==> src/dcs_regs.vh <==
`ifndef DCS_REGS_VH
`define DCS_REGS_VH

// ==========================================================================
// Register map (8-bit address, 16-bit data)
`define DCS_ADDR_CSR        8'h9A
`define DCS_ADDR_INT_STATUS 8'hA0
`define DCS_ADDR_INT_ENABLE 8'hA2
`define DCS_ADDR_INT_CLEAR  8'hA4

// ==========================================================================
// Configuration register fields
`define DCS_CSR_RESET       16'h0000
`define DCS_BIT_TRANS       15
`define DCS_QUAL_HI         14
`define DCS_QUAL_LO         12
`define DCS_BIT_SPARE       9
`define DCS_FAIL_HI         8
`define DCS_FAIL_LO         7
`define DCS_BIT_SYM         4
`define DCS_STATE_HI        3
`define DCS_STATE_LO        0

// ==========================================================================
// Idle transition qualifier codes
`define DCS_QUAL_STAY       3'h0
`define DCS_QUAL_SINGLE_A   3'h1
`define DCS_QUAL_SINGLE_B   3'h2
`define DCS_QUAL_DUAL       3'h3
`define DCS_QUAL_SPARED_D   3'h4
`define DCS_QUAL_SPARED_A   3'h5
`define DCS_QUAL_SPARED_B   3'h6
`define DCS_QUAL_INIT_READ  3'h7

// ==========================================================================
// Reported state codes: [3:2] channel arrangement, [1:0] phase
`define DCS_ST_IDLE         4'h0
`define DCS_ST_INIT_READ    4'h2
`define DCS_ST_A_NORMAL     4'h4
`define DCS_ST_B_NORMAL     4'h8
`define DCS_ST_D_NORMAL     4'hC
`define DCS_ST_A_DONE       4'h7
`define DCS_ST_B_DONE       4'hB
`define DCS_ST_D_DONE       4'hF
`define DCS_PH_NORMAL       2'h0
`define DCS_PH_COPY         2'h1
`define DCS_PH_DONE         2'h3
`define DCS_CH_A            2'h1
`define DCS_CH_B            2'h2
`define DCS_CH_DUAL         2'h3

// ==========================================================================
// Interrupt events
`define DCS_NUM_EVENTS      3
`define DCS_EV_STATE        0
`define DCS_EV_COPY_START   1
`define DCS_EV_COPY_DONE    2

`endif

==> src/dcs_irq.v <==
`timescale 1ns/1ns
`default_nettype none

// ==========================================================================
// Sticky event status, enable mask and level interrupt
module dcs_irq #(
   parameter N = 3
) (
   // Clock and reset
   input  wire         clock,
   input  wire         arst_n,
   // Events, one-cycle pulses
   input  wire [N-1:0] event_in,
   // Software access
   input  wire         clear_wr,
   input  wire [N-1:0] clear_data,
   input  wire         enable_wr,
   input  wire [N-1:0] enable_data,
   // State
   output reg  [N-1:0] status_reg,
   output reg  [N-1:0] enable_reg,
   output reg          irq_reg
);

   wire [N-1:0] status_next;

   genvar i;
   generate
      for (i = 0; i < N; i = i + 1) begin : g_bit
         // A new event beats a clear in the same cycle
         assign status_next[i] = event_in[i] |
            (status_reg[i] & ~(clear_wr & clear_data[i]));
      end
   endgenerate

   always @(posedge clock or negedge arst_n) begin
      if (!arst_n) begin
         status_reg <= {N{1'b0}};
         enable_reg <= {N{1'b0}};
         irq_reg    <= 1'b0;
      end else begin
         status_reg <= status_next;
         if (enable_wr) begin
            enable_reg <= enable_data;
         end
         irq_reg <= |(status_reg & enable_reg);
      end
   end

endmodule // dcs_irq

`default_nettype wire

==> src/dcs_copy_ctl.v <==
`timescale 1ns/1ns
`default_nettype none

// ==========================================================================
// Launch and tracking of one sparing copy
module dcs_copy_ctl (
   // Clock and reset
   input  wire       clock,
   input  wire       arst_n,
   // From the configuration machine
   input  wire       launch,
   input  wire [1:0] src_pair,
   // From the copy datapath
   input  wire       copy_done,
   // To datapath and machine
   output reg        copy_start_reg,
   output reg  [1:0] copy_src_reg,
   output reg        busy_reg,
   output reg        done_reg
);

   always @(posedge clock or negedge arst_n) begin
      if (!arst_n) begin
         copy_start_reg <= 1'b0;
         copy_src_reg   <= 2'h0;
         busy_reg       <= 1'b0;
         done_reg       <= 1'b0;
      end else begin
         copy_start_reg <= launch & ~busy_reg;
         done_reg       <= 1'b0;
         if (launch && !busy_reg) begin
            // Source is frozen for the whole copy
            copy_src_reg <= src_pair;
            busy_reg     <= 1'b1;
         end else if (busy_reg && copy_done && !copy_start_reg) begin
            // A done seen in the cycle the start pulse is out is stale
            busy_reg <= 1'b0;
            done_reg <= 1'b1;
         end
      end
   end

endmodule // dcs_copy_ctl

`default_nettype wire

==> src/dcs_channel_config.v <==
`timescale 1ns/1ns
`default_nettype none

`include "dcs_regs.vh"

// ==========================================================================
// Channel configuration machine with its control/status register
module dcs_channel_config (
   // Clock and reset
   input  wire        clock,
   input  wire        arst_n,
   // Register port
   input  wire [7:0]  reg_addr,
   input  wire [15:0] reg_wdata,
   input  wire        reg_wr,
   input  wire        reg_rd,
   output reg  [15:0] reg_rdata,
   // DRAM rank detection
   input  wire        four_equal_ranks,
   // Copy datapath
   input  wire        copy_done,
   output wire        copy_start,
   output wire [1:0]  copy_src_pair,
   // Decode and channel controls
   output reg         sparing_en,
   output reg         symmetric_decode_en,
   output reg         interleave_en,
   output reg         channel_a_en,
   output reg         channel_b_en,
   output reg         lockstep_en,
   // Interrupt
   output wire        irq
);

   // =======================================================================
   // Register fields
   reg        trans_en_reg;
   reg        trans_en_next;
   reg  [2:0] qual_reg;
   reg        spare_reg;
   reg  [1:0] fail_reg;
   reg        sym_reg;
   reg  [3:0] state_reg;
   reg  [3:0] state_next;

   // =======================================================================
   // Address decode
   wire csr_sel   = (reg_addr == `DCS_ADDR_CSR);
   wire ist_sel   = (reg_addr == `DCS_ADDR_INT_STATUS);
   wire ien_sel   = (reg_addr == `DCS_ADDR_INT_ENABLE);
   wire icl_sel   = (reg_addr == `DCS_ADDR_INT_CLEAR);
   wire csr_wr    = reg_wr & csr_sel;
   wire trans_set = csr_wr & reg_wdata[`DCS_BIT_TRANS];

   // =======================================================================
   // Submodule links
   wire       launch;
   wire       copy_busy;
   wire       copy_fin;
   wire [`DCS_NUM_EVENTS-1:0] events;
   wire [`DCS_NUM_EVENTS-1:0] int_status;
   wire [`DCS_NUM_EVENTS-1:0] int_enable;

   // =======================================================================
   // Machine decode helpers
   wire [1:0] st_ch    = state_reg[3:2];
   wire [1:0] st_ph    = state_reg[1:0];
   wire       st_idle  = (state_reg == `DCS_ST_IDLE) ||
                         (state_reg == `DCS_ST_INIT_READ);
   wire       changed  = (state_next != state_reg);

   // =======================================================================
   // Next state
   always @* begin
      state_next = state_reg;
      if (st_idle) begin
         if (trans_en_reg) begin
            case (qual_reg)
               `DCS_QUAL_STAY:      state_next = `DCS_ST_IDLE;
               `DCS_QUAL_SINGLE_A:  state_next = `DCS_ST_A_NORMAL;
               `DCS_QUAL_SINGLE_B:  state_next = `DCS_ST_B_NORMAL;
               `DCS_QUAL_DUAL:      state_next = `DCS_ST_D_NORMAL;
               // Resume paths skip the copy entirely
               `DCS_QUAL_SPARED_D:  state_next = `DCS_ST_D_DONE;
               `DCS_QUAL_SPARED_A:  state_next = `DCS_ST_A_DONE;
               `DCS_QUAL_SPARED_B:  state_next = `DCS_ST_B_DONE;
               `DCS_QUAL_INIT_READ: state_next = `DCS_ST_INIT_READ;
               default:             state_next = state_reg;
            endcase
         end
      end else begin
         case (st_ph)
            `DCS_PH_NORMAL: begin
               if (trans_en_reg) begin
                  // Copy only with sparing on and the enable set
                  if (spare_reg) begin
                     state_next = {st_ch, `DCS_PH_COPY};
                  end else if (qual_reg == `DCS_QUAL_STAY) begin
                     state_next = `DCS_ST_IDLE;
                  end
               end
            end
            `DCS_PH_COPY: begin
               if (copy_fin) begin
                  state_next = {st_ch, `DCS_PH_DONE};
               end
            end
            `DCS_PH_DONE: begin
               if (trans_en_reg && (qual_reg == `DCS_QUAL_STAY)) begin
                  state_next = `DCS_ST_IDLE;
               end
            end
            default: begin
               // Unused phase codes fall back to idle
               state_next = `DCS_ST_IDLE;
            end
         endcase
      end
   end

   // Copy is launched on the edge that enters the copy phase
   assign launch = (st_ph == `DCS_PH_NORMAL) && !st_idle &&
                   (state_next[1:0] == `DCS_PH_COPY);

   // =======================================================================
   // Transition enable: hardware clears, software only sets
   always @* begin
      trans_en_next = trans_en_reg;
      if (changed) begin
         trans_en_next = 1'b0;
      end
      // A fresh set in the clearing cycle is kept
      if (trans_set) begin
         trans_en_next = 1'b1;
      end
   end

   // =======================================================================
   // Register and machine state
   always @(posedge clock or negedge arst_n) begin
      if (!arst_n) begin
         trans_en_reg <= 1'b0;
         qual_reg     <= 3'h0;
         spare_reg    <= 1'b0;
         fail_reg     <= 2'h0;
         state_reg    <= `DCS_ST_IDLE;
      end else begin
         trans_en_reg <= trans_en_next;
         state_reg    <= state_next;
         if (csr_wr) begin
            // Read-only fields and reserved bits are not stored
            qual_reg  <= reg_wdata[`DCS_QUAL_HI:`DCS_QUAL_LO];
            spare_reg <= reg_wdata[`DCS_BIT_SPARE];
            fail_reg  <= reg_wdata[`DCS_FAIL_HI:`DCS_FAIL_LO];
         end
      end
   end

   // =======================================================================
   // Decode mode and channel outputs
   always @(posedge clock or negedge arst_n) begin
      if (!arst_n) begin
         sym_reg             <= 1'b0;
         sparing_en          <= 1'b0;
         symmetric_decode_en <= 1'b0;
         interleave_en       <= 1'b0;
         channel_a_en        <= 1'b0;
         channel_b_en        <= 1'b0;
         lockstep_en         <= 1'b0;
      end else begin
         // Interleave only without sparing and with four equal ranks
         sym_reg             <= ~(~spare_reg & four_equal_ranks);
         interleave_en       <= ~spare_reg & four_equal_ranks;
         sparing_en          <= spare_reg;
         symmetric_decode_en <= ~spare_reg;
         channel_a_en        <= (state_next[3:2] == `DCS_CH_A) ||
                                (state_next[3:2] == `DCS_CH_DUAL);
         channel_b_en        <= (state_next[3:2] == `DCS_CH_B) ||
                                (state_next[3:2] == `DCS_CH_DUAL);
         lockstep_en         <= (state_next[3:2] == `DCS_CH_DUAL);
      end
   end

   // =======================================================================
   // Copy launch
   dcs_copy_ctl u_copy (
      .clock          (clock),
      .arst_n         (arst_n),
      .launch         (launch),
      .src_pair       (fail_reg),
      .copy_done      (copy_done),
      .copy_start_reg (copy_start),
      .copy_src_reg   (copy_src_pair),
      .busy_reg       (copy_busy),
      .done_reg       (copy_fin)
   );

   // =======================================================================
   // Interrupts
   assign events[`DCS_EV_STATE]      = changed;
   assign events[`DCS_EV_COPY_START] = launch;
   assign events[`DCS_EV_COPY_DONE]  = copy_fin;

   dcs_irq #(
      .N (`DCS_NUM_EVENTS)
   ) u_irq (
      .clock       (clock),
      .arst_n      (arst_n),
      .event_in    (events),
      .clear_wr    (reg_wr & icl_sel),
      .clear_data  (reg_wdata[`DCS_NUM_EVENTS-1:0]),
      .enable_wr   (reg_wr & ien_sel),
      .enable_data (reg_wdata[`DCS_NUM_EVENTS-1:0]),
      .status_reg  (int_status),
      .enable_reg  (int_enable),
      .irq_reg     (irq)
   );

   // =======================================================================
   // Read data, valid only in the cycle after the read strobe
   always @(posedge clock or negedge arst_n) begin
      if (!arst_n) begin
         reg_rdata <= 16'h0000;
      end else begin
         reg_rdata <= 16'h0000;
         if (reg_rd) begin
            if (csr_sel) begin
               // Init read state shows as idle
               reg_rdata <= {trans_en_reg, qual_reg, 2'h0, spare_reg,
                             fail_reg, 2'h0, sym_reg,
                             st_idle ? `DCS_ST_IDLE : state_reg};
            end else if (ist_sel) begin
               reg_rdata <= {13'h0000, int_status};
            end else if (ien_sel) begin
               reg_rdata <= {13'h0000, int_enable};
            end
         end
      end
   end

   // Codes 1010 and 1110 have no path into state_reg

endmodule // dcs_channel_config

`default_nettype wire

==> config.mk <==
export PLATFORM = sky130hd
export DESIGN_NAME = dcs_channel_config
export DESIGN_NICKNAME = d
export VERILOG_FILES = /design/src/dcs_irq.v /design/src/dcs_copy_ctl.v /design/src/dcs_channel_config.v
export VERILOG_INCLUDE_DIRS = /design/src
export SDC_FILE = /design/constraint.sdc
export NUM_CORES = 1
export LEC_CHECK = 0
export BUFFER_PORTS_ARGS = -buffer_cell sky130_fd_sc_hd__clkbuf_2
export CORE_UTILIZATION = 35
export CTS_BUF_LIST = sky130_fd_sc_hd__clkbuf_4 sky130_fd_sc_hd__clkbuf_8
export DETAILED_ROUTE_END_ITERATION = 7
export SLEW_MARGIN = 20
export SYNTH_ARGS = -nofsm -noshare
export SYNTH_HDL_FRONTEND = slang
export SYNTH_SLANG_ARGS = --single-unit
==> constraint.sdc <==
create_clock -name clock -period 2.2 [get_ports clock]
set_input_delay 0.44 -clock clock [delete_from_list [all_inputs] [get_ports clock]]
set_output_delay 0.44 -clock clock [all_outputs]
set_load 0.005 [all_outputs]
# Yosys cells after proc, flatten, opt, wreduce, memory -nomap -nowiden
# Memory sizes are Yosys's and may differ from the RTL's.
# Cells that the tools add are included.
# word_totals
register_bits,46
latchBits,0
mem_bits_rw,0
rom_bits,32
in_bits,30
n_memories,1
# memory_table
memory,depth,word_bits,read_ports,rd_ports_with_merged_regs,write_ports,line_no,source
(no name shown),8,4,1,0,0,dcs_channel_config.v:78,case (qual_reg)
# op_classes
addsub,0
mul,0
div_mod_pow,0
n_lt_le_gt_ge,0
n_eq_ne,12
shifts,0
mux,19
bitwise_logic,22
reduce_logical,18
# op_table
operator,count
8-bit == test (second input constant),4
16-bit 2-to-1 mux,2
4-bit 2-to-1 mux,7
1-bit bitwise AND,12
4-bit one-hot mux with 3 select lines,1
2-bit by 1-bit == test with 1-bit output (second input constant),3
2-bit == test (second input constant),3
1-bit logical AND,6
1-bit 2-to-1 mux,6
3-bit 2-to-1 mux,2
1-bit inverter,6
4-bit by 2-bit == test with 1-bit output (second input constant),1
4-bit zero test,1
4-bit != test,1
2-bit nonzero test,2
3-bit bitwise AND,1
1-bit zero test,3
3-bit zero test,1
1-bit logical OR,3
1-bit bitwise OR,3
3-bit OR reduction,1
2-bit zero test,1
2-bit 2-to-1 mux,1

# Longest topological paths before layout
# Gate-level depths: netlist (run 1).
# logic_depth
word_depth,10
ltp_mapped,5
mapped_depth_nobuf,4

# By module
# Synthesis (run 1) repeated with hierarchy kept, for this count alone.
# unflattened
hier_cells,164
hier_area_um2,1861.8
# modules_own_cells
mod,instances,cells_per_inst,area_per_inst_um2,seq_area_each_um2
dcs_channel_config,1,134,1413.9,725.7
dcs_irq,1,18,257.7,175.2
dcs_copy_ctl,1,12,190.2,125.1

# Worst setup path after synthesis (run 1)
# Ideal clock, no wire load.
# synth_path
kind,reg-to-reg
startpoint,reg state_reg[0]
endpoint,reg trans_en_reg
setup_ns,0.120
arrival_time_ns,1.578
required_time_ns,2.080
path_slack_ns,0.501
path_stages_with_launch,4
path_buffers,0
path_cell_list,dfrtp_1 -> or4b_4 -> o32a_1 -> a41o_1
# synth_via
elab_chain_cells,7
# synth_rtl
element,line_no,source
start: declaration,dcs_channel_config.v:43,reg [3:0] state_reg;
start signal: assignment,dcs_channel_config.v:146,state_reg <= `DCS_ST_IDLE;
start signal: assignment,dcs_channel_config.v:149,state_reg <= state_next;
4-bit 2-to-1 mux,dcs_channel_config.v:98,end else if (qual_reg == `DCS_QUAL_STAY) begin
4-bit 2-to-1 mux,dcs_channel_config.v:96,if (spare_reg) begin
4-bit 2-to-1 mux,dcs_channel_config.v:94,if (trans_en_reg) begin
4-bit one-hot mux with 3 select lines,dcs_channel_config.v:92,case (st_ph)
4-bit 2-to-1 mux,dcs_channel_config.v:76,if (st_idle) begin
4-bit != test *,dcs_channel_config.v:70,wire changed = (state_next != state_reg);
2-bit nonzero test (no source line) *,n/a,
end signal: assignment,dcs_channel_config.v:148,trans_en_reg <= trans_en_next;
end: declaration,dcs_channel_config.v:37,reg trans_en_reg;
# Every way passes the cells marked *; elsewhere a longest branch is shown, timed or not.
# A chain may end at the register's enable or synchronous reset.

# Worst setup path in the final report (run 1)
# layout_path
startpoint,reg qual_reg[1]
endpoint,reg trans_en_reg
# layout_via
elab_chain_cells,8
# layout_rtl
element,line_no,source
start: declaration,dcs_channel_config.v:39,reg [2:0] qual_reg;
start signal: assignment,dcs_channel_config.v:152,qual_reg <= reg_wdata[`DCS_QUAL_HI:`DCS_QUAL_LO];
3-bit zero test (no source line),n/a,
4-bit 2-to-1 mux,dcs_channel_config.v:98,
4-bit 2-to-1 mux,dcs_channel_config.v:96,
4-bit 2-to-1 mux,dcs_channel_config.v:94,
4-bit one-hot mux with 3 select lines,dcs_channel_config.v:92,
4-bit 2-to-1 mux *,dcs_channel_config.v:76,
4-bit != test *,dcs_channel_config.v:70,
2-bit nonzero test (no source line) *,n/a,
# Marked as above.

==> results of run 1 <==
[final cells by class]
cell class	instances	area, µm²	area share
inverters	9	33.8	0.0154
clock buffers	6	82.6	0.0377
well taps	67	83.8	0.0383
flip-flops and latches	41	1030	0.469
multi-input cells	99	684	0.313
repair buffers	51	270	0.123
clock inverters	1	7.51	0.00343
[worst max-delay path: stages (launching register included)]
cell and delay, ns:
dfrtp_1 0.47, nor4b_1 0.53, a22oi_1 0.22, o32a_1 0.25, a41o_1 0.24
[cells in the mapped netlist, types with 2 or more instances]
cell type	count	area share
and4bb_2	2	0.014
clkbuf_1	5	0.011
nor3b_1	5	0.021
nor3_1	2	0.0056
o21a_1	3	0.013
nor2_1	7	0.015
mux2_2	12	0.076
a21oi_1	3	0.0084
a21o_1	2	0.0084
nand3b_1	4	0.017
o21ai_0	5	0.014
nor4b_1	2	0.0098
nand2_1	12	0.025
nor2b_1	2	0.0070
nand4b_1	2	0.0098
and2_1	9	0.032
inv_1	9	0.019
buf_4	4	0.017
nand3_1	3	0.0084
dfrtp_1	41	0.57
nand2b_1	2	0.0070
a21boi_0	4	0.017
[per-layer routing]
layer | share of wire | global-route usage | vias up
met5 | 0 | 0 | -
met4 | 0.024 | 0.0833 | 0
li1 | - | - | 633
met1 | 0.47 | 0.189 | 602
met3 | 0.050 | 0.0370 | 7
met2 | 0.45 | 0.219 | 35
[cells by family (layout without fill, tap and decap cells)]
kind of cell	after synthesis	in the layout	share of synthesized area
other	1	4	0.00210
muxes	12	12	0.0756
DFF	41	41	0.574
and+or+nand+nor	57	57	0.197
buffers and inverters	19	67	0.0490
AOI/OAI and AO/OA	26	26	0.102
[metrics by stage]
stage | setup slack, ns | total power, mW | cells | util
6_report | 0.385 | 1.49 | 274 | 0.454
5_1_grt | 0.294 | 1.56 | 274 | 0.454
4_1_cts | 0.392 | 1.50 | 274 | 0.454
3_5_place_dp | 0.390 | 1.00 | 267 | 0.436
3_3_place_gp | 0.392 | 0.998 | 267 | 0.436
2_1_floorplan | 0.501 | 0.930 | 159 | -
[path summary, 6_finish.rpt]
path / cells past startpoint / to / slack, ns / start
hold / removal: 1 / sparing_en$_DFF_PN0_ / 0.15 / arst_n
min in group clock: 2 / sym_reg$_DFF_PN0_ / 0.32 / four_equal_ranks
max in group asynchronous: 2 / u_copy.done_reg$_DFF_PN0_ / 1.48 / arst_n
hold reg to reg: 1 / u_copy.done_reg$_DFF_PN0_ / 0.45 / u_copy.copy_start_reg$_DFF_PN0_
setup reg to reg: 4 / trans_en_reg$_DFFE_PN0P_ / 0.38 / qual_reg[1]$_DFFE_PN0P_
setup / recovery: 4 / trans_en_reg$_DFFE_PN0P_ / 0.38 / qual_reg[1]$_DFFE_PN0P_
[report_power, final]
part | switching (mW) | internal [mW]
registers | 0.0354 | 0.787
logic | 0.0826 | 0.0786
clock network | 0.255 | 0.248
==> impl_metrics.tcl, run 1 <==
set metrics [dict create \
    gr-total-overflow 0 \
    cap_violations 0 \
    cts_num_sinks 41 \
    slew_violations 0 \
    rsz0062_at_grt "no" \
    ctsResizeCount 0 \
    antenna_found_initial 0 \
    die-area_um2 5390 \
    yosys_warnings 0 \
    syn_avg_cell_area_um2 11.5 \
    status "completed" \
    worstSetupPathType "reg -> reg" \
    fin_worst_skew_ns 0.00682 \
    firstDrtPassIters 4 \
    port_buffers 45 \
    largest_register_ffs 12 \
    grt_max_degree 27 \
    synthFlopType "dfrtp_1" \
    vias 1277 \
    routed_wl_um 3410 \
    clock_latency_ns 0.29 \
    worst_pin_slew_ns 0.634 \
    fill_cells 480 \
    tns_ns 0 \
    fp.dieH_um 73.5 \
    leakagePower_nw 1.10 \
    cts.path.max_buffers 2 \
    min_period_over_period 0.825 \
    critPathLaunchType "flip-flop" \
    synth_edf_count 0 \
    drtIter0Drc 40 \
    final_cell_mix "clkbuf_2 (45), dfrtp_1 (41), nand2_1 (12), mux2_2 (12)" \
    clk_transition_reported_paths_ns 0.08 \
    drive_gt1_frac 0.353 \
    ant_nets 0 \
    p_per_area_nw_per_um2 679 \
    die_width_um 73.5 \
    antenna_cells 0 \
    critPathArrivalTime_ns 2.01 \
    routabilityCongestion 0.837 \
    cts_buffers 5 \
    grt_pass1_wl_um 5770 \
    cts_root_buffer "clkbuf_8" \
    hpwl_um 2520 \
    synthCells 156 \
    num_rows 25 \
    ys_seq_area_frac 0.574 \
    ir_worst_vdd_mv 0.285 \
    required_ns 2.39 \
    drc 0 \
    hold_class "in -> async" \
    hold_violations 0 \
    cts_tree "done" \
    syn_to_final_growth_pct 22.5 \
    h-tree-depth 2 \
    grt_usage 0.145 \
    whs_ns 0.146 \
    place_area_um2 2100 \
    grt_pass1_vias 1243 \
    final_common_cell "clkbuf_2" \
    io_pins 56 \
    cp-end-kind "flip-flop" \
    start_util 0.371 \
    final_cell_area_um2 2190 \
    fin_crit_ns 1.82 \
    setup-violations-final 0 \
    syn_area_um2 1790 \
    critPathMaxFanout 9 \
    core_region_area_um2 4820 \
    ys_types 38 \
    cts_hold_buf 0 \
    relSlewSlack 0.577 \
    wl_per_cell_um 12.5 \
    layout.nets 237 \
    synthArstFlopShare 1.00 \
    cts_setup_buffers 0 \
    ys_seq_elements 41 \
    viasPerCell 4.66 \
    max_freq_mhz 551 \
]
Power figures use the tool's default switching activity.
==> run 2: changes to the inputs <==
==> constraint.sdc (replaced) <==
create_clock -name clock -period 1.9 [get_ports clock]
set_input_delay 0.38 -clock clock [delete_from_list [all_inputs] [get_ports clock]]
set_output_delay 0.38 -clock clock [all_outputs]
set_load 0.005 [all_outputs]
==> impl_metrics.tcl, run 2 (synthesis results as in run 1) <==
set metrics [dict create \
    worst_pin_slew_ns 0.522 \
    setup-violations-final 0 \
    layout_setup_ws_ns 0.123 \
    vias 1332 \
    max_freq_mhz 563 \
    fin_crit_ns 1.78 \
    wl_per_cell_um 12.5 \
    critPathLaunchType "flip-flop" \
    cts_setup_buffers 0 \
    hold_class "in -> async" \
    final_common_cell "clkbuf_2" \
    critPathMaxFanout 6 \
    ant_nets 0 \
    p_per_area_nw_per_um2 826 \
    core_region_area_um2 4820 \
    cap_violations 0 \
    fp.dieH_um 73.5 \
    hpwl_um 2630 \
    cts.path.max_buffers 2 \
    syn_to_final_growth_pct 28.2 \
    p_total_mw 1.89 \
    cp-end-kind "flip-flop" \
    leakagePower_nw 1.16 \
    status "completed" \
    routabilityCongestion 0.854 \
    h-tree-depth 2 \
    viasPerCell 4.71 \
    grt_pass1_wl_um 5890 \
    gr-total-overflow 0 \
    fill_cells 495 \
    final_cells 283 \
    drc 0 \
    clock_latency_ns 0.29 \
    placedCellCount 275 \
    largest_register_ffs 12 \
    ctsResizeCount 0 \
    rsz0062_at_grt "no" \
    antenna_cells 0 \
    cts_root_buffer "clkbuf_8" \
    die-area_um2 5390 \
    num_rows 25 \
    critPathArrivalTime_ns 1.96 \
    cts_hold_buf 0 \
    slew_violations 0 \
    firstDrtPassIters 4 \
    clk_transition_reported_paths_ns 0.07 \
    final_cell_mix "clkbuf_2 (45), dfrtp_1 (41), buf_4 (13)" \
    relSlewSlack 0.652 \
    hold_violations 0 \
    grt_usage 0.146 \
    ir_worst_vdd_mv 0.421 \
    start_util 0.371 \
    required_ns 2.08 \
    worstSetupPathType "reg -> reg" \
    pre_cts_ws_ns 0.133 \
    drive_gt1_frac 0.380 \
    port_buffers 45 \
    layout.nets 245 \
    io_pins 56 \
    min_period_over_period 0.935 \
    die_width_um 73.5 \
    grt_max_degree 23 \
    antenna_found_initial 0 \
    routed_wl_um 3530 \
    fin_worst_skew_ns 0.00757 \
    tns_ns 0 \
    cts_tree "done" \
    drtIter0Drc 89 \
    cts_buffers 5 \
    cts_num_sinks 41 \
    grt_pass1_vias 1313 \
    r2r_setup_slack_ns 0.12 \
]
run 2: changes by cell type in the layout (fill, tap and decap cells not counted):
| cell | previous run | this run |
|---|---|---|
| clkbuf_4 | 0 | 1 |
| buf_12 | 0 | 1 |
| clkinvlp_4 | 1 | 0 |
| buf_4 | 6 | 13 |
| bufinv_16 | 0 | 1 |
run 2: final timing paths:
check / from / to / cells past startpoint
min in group clock: four_equal_ranks / sym_reg$_DFF_PN0_ / 2
setup / recovery: state_reg[0]$_DFF_PN0_ / trans_en_reg$_DFFE_PN0P_ / 3
hold reg to reg: u_copy.copy_start_reg$_DFF_PN0_ / u_copy.done_reg$_DFF_PN0_ / 1
max in group asynchronous: arst_n / u_irq.status_reg[1]$_DFF_PN0_ / 2
setup reg to reg: state_reg[0]$_DFF_PN0_ / trans_en_reg$_DFFE_PN0P_ / 3
hold / removal: arst_n / reg_rdata[9]$_DFF_PN0_ / 1
run 2: metal layers:
layer,global-route usage,up-vias,wire (µm)
met5,0,-,0
met4,0.0513,0,53
met3,0.0508,5,201
met2,0.229,36,1620
met1,0.188,636,1660
li1,-,655,-
run 2: cell type report:
cell class              instances  area [µm²]  area share
multi-input cells              99         684       0.299
repair buffers                 59         343       0.150
clock buffers                   7        90.1      0.0393
flip-flops and latches         41        1030       0.448
inverters                       9        33.8      0.0147
clock inverters                 1        30.0      0.0131
well taps                      67        83.8      0.0366
run 2: through the flow:
step | area [µm²] | util | hold WS (ns)
final | 2290 | 0.476 | 0.0531
after global routing | 2290 | 0.476 | 0.0909
after CTS | 2290 | 0.476 | 0.0624
after detailed placement | 2170 | 0.451 | 0.379
after global placement | 2170 | 0.451 | 0.383
after floorplan | 1800 | - | 0.0844
run 2: worst max-delay path, cell delays in order (launching register included):
cell,delay (ns)
dfrtp_1,0.44
or4b_4,0.60
o32a_1,0.40
a41o_1,0.24
run 2: report_power, final:
part           internal [mW]  switching, mW  total, mW  leakage [nW]
registers              0.911         0.0275      0.938         0.550
clock network          0.442          0.285      0.727        0.0619
logic                  0.112          0.115      0.227         0.552
